==> src/common/sgc_consts.vh <==
`ifndef SGC_CONSTS_VH
`define SGC_CONSTS_VH
// =====================================
// Register offsets
`define SGC_OFS_CTRL4 8'h06
`define SGC_OFS_CTRL5 8'h07
`define SGC_OFS_TEST_A 8'h08
`define SGC_OFS_TEST_B 8'h09
`define SGC_OFS_TEST_C 8'h0A
`define SGC_OFS_STATUS 8'h0B
// =====================================
// Field positions
`define SGC_BIT_RSVD7 7
`define SGC_BIT_HALF_DPX 6
`define SGC_BIT_PAUSE_EN 5
`define SGC_BIT_SPEED_10 4
`define SGC_BIT_NULL_VID 3
`define SGC_THR_HI_MSB 2
// =====================================
// Reset values
`define SGC_RST_CTRL4_LOW 4'h0
`define SGC_RST_CTRL5 8'h63
`define SGC_RST_TEST_A 8'h4E
`define SGC_RST_TEST_B 8'h24
`define SGC_RST_TEST_C 8'h24
// =====================================
// Timing at 20 MHz
`define SGC_CLK_HZ 20000000
`define SGC_PERIOD_100_MS 67
`define SGC_PERIOD_10_MS 500
`define SGC_BYTES_PER_BLOCK 7'h40
`endif

==> src/core/sgc_global_ctrl.v <==
`timescale 1ns/10ps
`include "sgc_consts.vh"
module sgc_global_ctrl #(
	parameter NUM_PORTS = 3,
	parameter PERIOD_100_CYC = `SGC_CLK_HZ / 1000 * `SGC_PERIOD_100_MS,
	parameter PERIOD_10_CYC = `SGC_CLK_HZ / 1000 * `SGC_PERIOD_10_MS
) (
	input wire clk_in,
	input wire rst_in,
	input wire duplex_strap_pin_in,
	input wire pause_strap_pin_in,
	input wire speed_strap_pin_in,
	input wire reg_wr_in,
	input wire reg_rd_in,
	input wire [7:0] reg_addr_in,
	input wire [7:0] reg_wr_data_in,
	input wire [NUM_PORTS-1:0] bcast_byte_in,
	input wire [NUM_PORTS-1:0] bcast_sof_in,
	input wire [11:0] rx_vid_in,
	input wire [11:0] port_vid_in,
	output reg [7:0] reg_rd_data_out,
	output reg reg_rd_valid_out,
	output reg mii_half_duplex_out,
	output reg mii_pause_en_out,
	output reg mii_speed_10_out,
	output reg null_vid_replace_out,
	output reg [11:0] vid_out_out,
	output reg [10:0] storm_threshold_out,
	output reg [NUM_PORTS-1:0] bcast_drop_out
);
	// =====================================
	// Control registers
	reg rsvd7_r;
	reg half_dpx_r;
	reg pause_en_r;
	reg speed_10_r;
	reg null_vid_r;
	reg [2:0] thr_hi_r;
	reg [7:0] thr_lo_r;
	reg strap_done_r;
	reg [7:0] ctrl4_rd;
	reg rd_sel_mem_r;
	reg [7:0] rd_reg_r;
	wire [7:0] mem_rd_data;
	wire [10:0] threshold;
	wire mem_wr;
	wire mem_hit;

	assign threshold = {thr_hi_r, thr_lo_r};
	assign mem_hit = (reg_addr_in == `SGC_OFS_TEST_A) ||
		(reg_addr_in == `SGC_OFS_TEST_B) ||
		(reg_addr_in == `SGC_OFS_TEST_C);
	assign mem_wr = reg_wr_in && mem_hit;

	always @* begin
		ctrl4_rd = {rsvd7_r, half_dpx_r, pause_en_r, speed_10_r,
			null_vid_r, thr_hi_r};
	end

	// Straps are caught on the first clock after release, not under reset
	always @(posedge clk_in or posedge rst_in) begin
		if (rst_in) begin
			strap_done_r <= 1'b0;
			rsvd7_r <= 1'b0;
			half_dpx_r <= 1'b0;
			pause_en_r <= 1'b0;
			speed_10_r <= 1'b0;
			{null_vid_r, thr_hi_r} <= `SGC_RST_CTRL4_LOW;
			thr_lo_r <= `SGC_RST_CTRL5;
		end else if (!strap_done_r) begin
			strap_done_r <= 1'b1;
			half_dpx_r <= duplex_strap_pin_in;
			pause_en_r <= pause_strap_pin_in;
			speed_10_r <= speed_strap_pin_in;
		end else if (reg_wr_in) begin
			if (reg_addr_in == `SGC_OFS_CTRL4) begin
				rsvd7_r <= reg_wr_data_in[`SGC_BIT_RSVD7];
				half_dpx_r <= reg_wr_data_in[`SGC_BIT_HALF_DPX];
				pause_en_r <= reg_wr_data_in[`SGC_BIT_PAUSE_EN];
				speed_10_r <= reg_wr_data_in[`SGC_BIT_SPEED_10];
				null_vid_r <= reg_wr_data_in[`SGC_BIT_NULL_VID];
				thr_hi_r <= reg_wr_data_in[`SGC_THR_HI_MSB:0];
			end else if (reg_addr_in == `SGC_OFS_CTRL5) begin
				thr_lo_r <= reg_wr_data_in;
			end
		end
	end

	// =====================================
	// Factory test store
	sgc_reg_mem u_mem (
		.clk_in(clk_in),
		.rst_in(rst_in),
		.wr_en_in(mem_wr),
		.addr_in(reg_addr_in[1:0]),
		.wr_data_in(reg_wr_data_in),
		.rd_data_out(mem_rd_data)
	);

	// =====================================
	// Read path, two cycles so the memory read register lines up
	reg rd_pend_r;
	always @(posedge clk_in or posedge rst_in) begin
		if (rst_in) begin
			rd_pend_r <= 1'b0;
			rd_sel_mem_r <= 1'b0;
			rd_reg_r <= 8'h00;
			reg_rd_data_out <= 8'h00;
			reg_rd_valid_out <= 1'b0;
		end else begin
			rd_pend_r <= reg_rd_in;
			rd_sel_mem_r <= mem_hit;
			if (reg_addr_in == `SGC_OFS_CTRL4)
				rd_reg_r <= ctrl4_rd;
			else if (reg_addr_in == `SGC_OFS_CTRL5)
				rd_reg_r <= thr_lo_r;
			else if (reg_addr_in == `SGC_OFS_STATUS)
				rd_reg_r <= {7'h00, |bcast_drop_out};
			else
				rd_reg_r <= 8'h00;
			reg_rd_valid_out <= rd_pend_r;
			if (rd_pend_r)
				reg_rd_data_out <= rd_sel_mem_r ? mem_rd_data : rd_reg_r;
		end
	end

	// =====================================
	// Period timer, length follows the MII speed
	reg [31:0] period_cnt_r;
	reg period_tick_r;
	wire [31:0] period_len;
	assign period_len = speed_10_r ? PERIOD_10_CYC : PERIOD_100_CYC;

	always @(posedge clk_in or posedge rst_in) begin
		if (rst_in) begin
			period_cnt_r <= 32'h00000000;
			period_tick_r <= 1'b0;
		end else if (period_cnt_r + 32'h00000001 >= period_len) begin
			period_cnt_r <= 32'h00000000;
			period_tick_r <= 1'b1;
		end else begin
			period_cnt_r <= period_cnt_r + 32'h00000001;
			period_tick_r <= 1'b0;
		end
	end

	// =====================================
	// Per-port broadcast block counters
	// A partly filled block counts as a whole one, so short frames count
	reg [5:0] byte_cnt_r [0:NUM_PORTS-1];
	reg [11:0] blk_cnt_r [0:NUM_PORTS-1];
	integer p;
	always @(posedge clk_in or posedge rst_in) begin
		if (rst_in) begin
			for (p = 0; p < NUM_PORTS; p = p + 1) begin
				byte_cnt_r[p] <= 6'h00;
				blk_cnt_r[p] <= 12'h000;
			end
			bcast_drop_out <= {NUM_PORTS{1'b0}};
		end else begin
			for (p = 0; p < NUM_PORTS; p = p + 1) begin
				if (period_tick_r) begin
					byte_cnt_r[p] <= 6'h00;
					blk_cnt_r[p] <= 12'h000;
					bcast_drop_out[p] <= 1'b0;
				end else begin
					if (bcast_sof_in[p])
						bcast_drop_out[p] <=
							(blk_cnt_r[p] >= {1'b0, threshold});
					// Each frame opens a fresh block
					if (bcast_byte_in[p] && !bcast_drop_out[p]) begin
						byte_cnt_r[p] <= (bcast_sof_in[p] ? 6'h00 :
							byte_cnt_r[p]) + 6'h01;
						if ((bcast_sof_in[p] || byte_cnt_r[p] == 6'h00) &&
							blk_cnt_r[p] != 12'hFFF)
							blk_cnt_r[p] <= blk_cnt_r[p] + 12'h001;
					end else if (bcast_sof_in[p]) begin
						byte_cnt_r[p] <= 6'h00;
					end
				end
			end
		end
	end

	// =====================================
	// Outputs
	always @(posedge clk_in or posedge rst_in) begin
		if (rst_in) begin
			mii_half_duplex_out <= 1'b0;
			mii_pause_en_out <= 1'b0;
			mii_speed_10_out <= 1'b0;
			null_vid_replace_out <= 1'b0;
			vid_out_out <= 12'h000;
			storm_threshold_out <= 11'h000;
		end else begin
			mii_half_duplex_out <= half_dpx_r;
			mii_pause_en_out <= pause_en_r;
			mii_speed_10_out <= speed_10_r;
			null_vid_replace_out <= null_vid_r;
			if (null_vid_r && rx_vid_in == 12'h000)
				vid_out_out <= port_vid_in;
			else
				vid_out_out <= rx_vid_in;
			storm_threshold_out <= threshold;
		end
	end
endmodule

==> src/core/sgc_reg_mem.v <==
`timescale 1ns/10ps
// =====================================
// Factory test register store, registered read data
module sgc_reg_mem (
	input wire clk_in,
	input wire rst_in,
	input wire wr_en_in,
	input wire [1:0] addr_in,
	input wire [7:0] wr_data_in,
	output reg [7:0] rd_data_out
);
`include "sgc_consts.vh"
	reg [7:0] test_a_r;
	reg [7:0] test_b_r;
	reg [7:0] test_c_r;

	always @(posedge clk_in or posedge rst_in) begin
		if (rst_in) begin
			test_a_r <= `SGC_RST_TEST_A;
			test_b_r <= `SGC_RST_TEST_B;
			test_c_r <= `SGC_RST_TEST_C;
			rd_data_out <= 8'h00;
		end else begin
			if (wr_en_in && addr_in == 2'h0)
				test_a_r <= wr_data_in;
			if (wr_en_in && addr_in == 2'h1)
				test_b_r <= wr_data_in;
			if (wr_en_in && addr_in == 2'h2)
				test_c_r <= wr_data_in;
			if (addr_in == 2'h0)
				rd_data_out <= test_a_r;
			else if (addr_in == 2'h1)
				rd_data_out <= test_b_r;
			else if (addr_in == 2'h2)
				rd_data_out <= test_c_r;
			else
				rd_data_out <= 8'h00;
		end
	end
endmodule

==> config.mk <==
export PLATFORM = sky130hd
export DESIGN_NAME = sgc_global_ctrl
export DESIGN_NICKNAME = d
export VERILOG_FILES = /design/src/core/sgc_global_ctrl.v /design/src/core/sgc_reg_mem.v
export VERILOG_INCLUDE_DIRS = /design/src /design/src/common
export SDC_FILE = /design/constraint.sdc
export NUM_CORES = 1
export LEC_CHECK = 0
export ABC_AREA = 1
export BUFFER_PORTS_ARGS = -buffer_cell sky130_fd_sc_hd__buf_2
export CAP_MARGIN = 20
export CORE_ASPECT_RATIO = 1.1
export CORE_MARGIN = 8
export CORE_UTILIZATION = 50
export DETAILED_ROUTE_END_ITERATION = 16
export GPL_ROUTABILITY_DRIVEN = 0
export PLACE_DENSITY_LB_ADDON = 0.2
export SYNTH_ARGS = -nofsm -noshare
export SYNTH_HDL_FRONTEND = slang
export SYNTH_HIERARCHICAL = 1
export SYNTH_SLANG_ARGS = --single-unit
==> constraint.sdc <==
create_clock -name clk_in -period 11.1 [get_ports clk_in]
set_clock_uncertainty 0.15 [all_clocks]
set_input_delay 2.22 -clock clk_in [delete_from_list [all_inputs] [get_ports clk_in]]
set_output_delay 2.22 -clock clk_in [all_outputs]
set_load 0.005 [all_outputs]
==> flow_metrics.tcl <==
set metrics [dict create \
    status "finished, final reports clean" \
    tns_ps 0 \
    vias 8065 \
    io_pins 92 \
    pwr-share-seq 0.509 \
    area_growth_syn_to_layout_pct 12.3 \
    drive_gt1_frac 0.140 \
    ant_nets 0 \
    first_global_vias 7958 \
    avgSynthCellArea_um2 8.33 \
    slew_violations 0 \
    globalRouteTotalUtil 0.193 \
    pre_cts_slack_ps 7120 \
    ys_ff_latch 185 \
    grt_pass1_wl_um 38300 \
    cp-start-kind "flop" \
    switching_share 0.261 \
    first_iter_violations 552 \
    tightest_slew_ps 994 \
    yosysMostFrequentCell "nand2_1" \
    combPwrFrac 0.059 \
    cp_max_fo 25 \
    crit_buf_inv 3 \
    period_share 0.329 \
    diodes 0 \
    end_kind "flop" \
    place.detailed.hpwl_um 16400 \
    cts_tree "built" \
    postRouteWirelength_um 22700 \
    crit-reg2reg-launch "period_cnt_r[0]" \
    rsz0062_at_grt "false" \
    ys_warn_count 6 \
    path_common_cell "nand2_1" \
    synthTopCellsByArea "dfrtp_1 (43%), nand2_1 (11%), ha_1 (6.2%), inv_1 (5.6%), nor2_1 (4.2%)" \
    cts_num_sinks 185 \
    grt_antenna_before_repair 0 \
    dr.pass1.iters 5 \
    crit_family "simple AND/OR/NAND/NOR gates" \
    hold_start "pause_en_r" \
    placed_cell_area_um2 10700 \
    crit_start "period_cnt_r[0]" \
    peakVddDrop_mv 0.127 \
    die_h_um 164 \
    clkPwrFrac 0.432 \
    hp-class "reg -> reg" \
    cts_inserted_buffers 17 \
    synth_top_area_cell "dfrtp_1" \
    finalHoldViolCount 0 \
    power_switching_uw 359 \
    ys_types 41 \
    final_area_um2 11300 \
    finalSetupViolCount 0 \
    criticalPathCategory "reg -> reg" \
    overflow 0 \
    cts_root_buf "clkbuf_16" \
    fp.dieW_um 151 \
    layout_setup_ws_ps 7440 \
    post_cts_buffers 0 \
    post-route-min-period_ps 3660 \
    start_util 0.508 \
    clk_latency_ps 440 \
    cts_max_level 4 \
    p_int_mw 1.02 \
    num_rows 54 \
    max_freq_ghz 0.274 \
    cts-resized-gates 0 \
    grt_max_degree 95 \
    clockBufferDepth 2 \
    ys.flop_type "dfrtp_1" \
    final_nets 1400 \
    synth-edff-count 0 \
    die-area_um2 24800 \
    synth_top_area_frac 0.432 \
    worstPathCellList "ha_1, nand2_2, nor2_4, nand3_1, nor2_1, xor2_1, inv_1, ha_1, nand2_1, inv_1, nand2_1, inv_1, nand4_1, nor2_1, nand2_1, nand2_1, nand2_1, nand3_4, nor2_1" \
    crit_slowest_cell "nand3_4" \
    netlist_area_um2 10000 \
    holdBufCountCts 0 \
    async_flop_share 1.00 \
    netlist_instances 1203 \
    cap_violations 0 \
    path_clk_slew_ps 80 \
    wl_per_cell_um 14.6 \
    timing.slew.headroom 0.334 \
    cpPeakStageDelay_ps 510 \
    via_per_inst 5.16 \
    port_buffers 91 \
    timing.hold.ws_ps 251 \
    pwr_density_cell_nw_per_um2 122 \
    total_power_mw 1.38 \
    cp_data_required_time_ps 11300 \
    synth_common_cells "nand2_1 (300), dfrtp_1 (173), inv_1 (149)" \
    coreArea_um2 19700 \
    p_leak_nw 5.33 \
    worstPathArrival_ps 3850 \
    post-route-drc-count 0 \
    seq_area_frac_synth 0.463 \
]
[per-layer routing]
| layer | vias up | global-route usage | wire length, µm |
|---|---|---|---|
| met5 | - | 0 | 0 |
| met4 | 0 | 0.0774 | 499 |
| met3 | 33 | 0.0244 | 850 |
| met2 | 151 | 0.329 | 11400 |
| met1 | 3771 | 0.243 | 9980 |
| li1 | 4110 | - | - |
[path summary, 6_finish.rpt]
kind	end	slack [ps]	cells past startpoint
min reg2reg	mii_pause_en_out	250	0
max	period_cnt_r[2]	7440	19
max reg2reg	period_cnt_r[2]	7440	19
max in group asynchronous	storm_threshold_out[4]	7680	3
min in group asynchronous	u_mem/rd_data_out[7]	1750	3
min	mii_pause_en_out	250	0
[worst reg2reg max path, stage by stage, from the launching register on]
cell     delay (ps)
dfrtp_1         430
ha_1            260
nand2_2          90
nor2_4          120
nand3_1         130
nor2_1          310
xor2_1          360
inv_1            90
ha_1            290
nand2_1          60
inv_1            50
nand2_1          70
inv_1            40
nand4_1          70
nor2_1           40
nand2_1          60
nand2_1          60
nand2_1         110
nand3_4         510
nor2_1          290
[state kept, by name, summed over array words and instances, names as in the netlist, 3 cells and up]
name and count:
bcast_drop_out 3, u_mem/test_b_r 8, storm_threshold_out 11, reg_rd_data_out 8, blk_cnt_r 36, period_cnt_r 32, u_mem/rd_data_out 8, thr_lo_r 8
rd_reg_r 8, byte_cnt_r 18, thr_hi_r 3, u_mem/test_c_r 8, vid_out_out 12, u_mem/test_a_r 8
[power by group through the flow]
stage | registers (mW) | logic, mW | clock network [mW]
2_1_floorplan | 0.710 | 0.0499 | 0
3_3_place_gp | 0.712 | 0.0817 | 0
3_5_place_dp | 0.712 | 0.0830 | 0
4_1_cts | 0.700 | 0.0834 | 0.607
5_1_grt | 0.701 | 0.0940 | 0.629
6_report | 0.700 | 0.0812 | 0.595
[cells by family after synthesis]
logic type / after synthesis / synth area share
AOI/OAI and AO/OA: 142 / 0.0845
xor gates and xnor gates: 36 / 0.0315
adders and majority gates: 50 / 0.0624
buffers and inverters: 179 / 0.0758
DFF: 185 / 0.463
other: 2 / 0.000749
and+or+nand+nor: 609 / 0.282
[cell usage in the layout (no fill, tap or decap), drive strengths merged, types with 4 or more instances in the layout]
master  Yosys  routed
xnor2       8       8
a31oi       9       9
nand4      38      38
clkbuf     14      18
a21oi      26      26
buf        14      96
a211oi      4       4
dfstp      12      12
nand2     306     306
clkinv      0       7
nor4        7       7
o41ai       4       4
ha         50      50
nand3b      7       7
o31ai      19      19
nor3       30      30
o21ai      58      58
conb        2       9
dfrtp     173     173
o21bai      8       8
nand3      70      70
nor2      143     143
xor2       28      28
o22ai       5       5
nor3b       4       4
inv       151     157
[cell type report]
type / count / area (µm²)
Multi-Input combinational cell: 846 / 4650
Inverter: 151 / 572
Clock inverter: 14 / 150
Tap cell: 252 / 315
Timing Repair Buffer: 96 / 493
Fill cell: 1812 / 8480
Clock buffer: 18 / 429
Sequential cell: 185 / 4640
[per-stage QoR]
stage	instances	utilization
after floorplan	1210	-
after global placement	1530	0.541
after detailed placement	1530	0.541
after CTS	1562	0.570
after global routing	1562	0.570
final	1562	0.570
No activity file was read; power rests on OpenSTA's default activity.
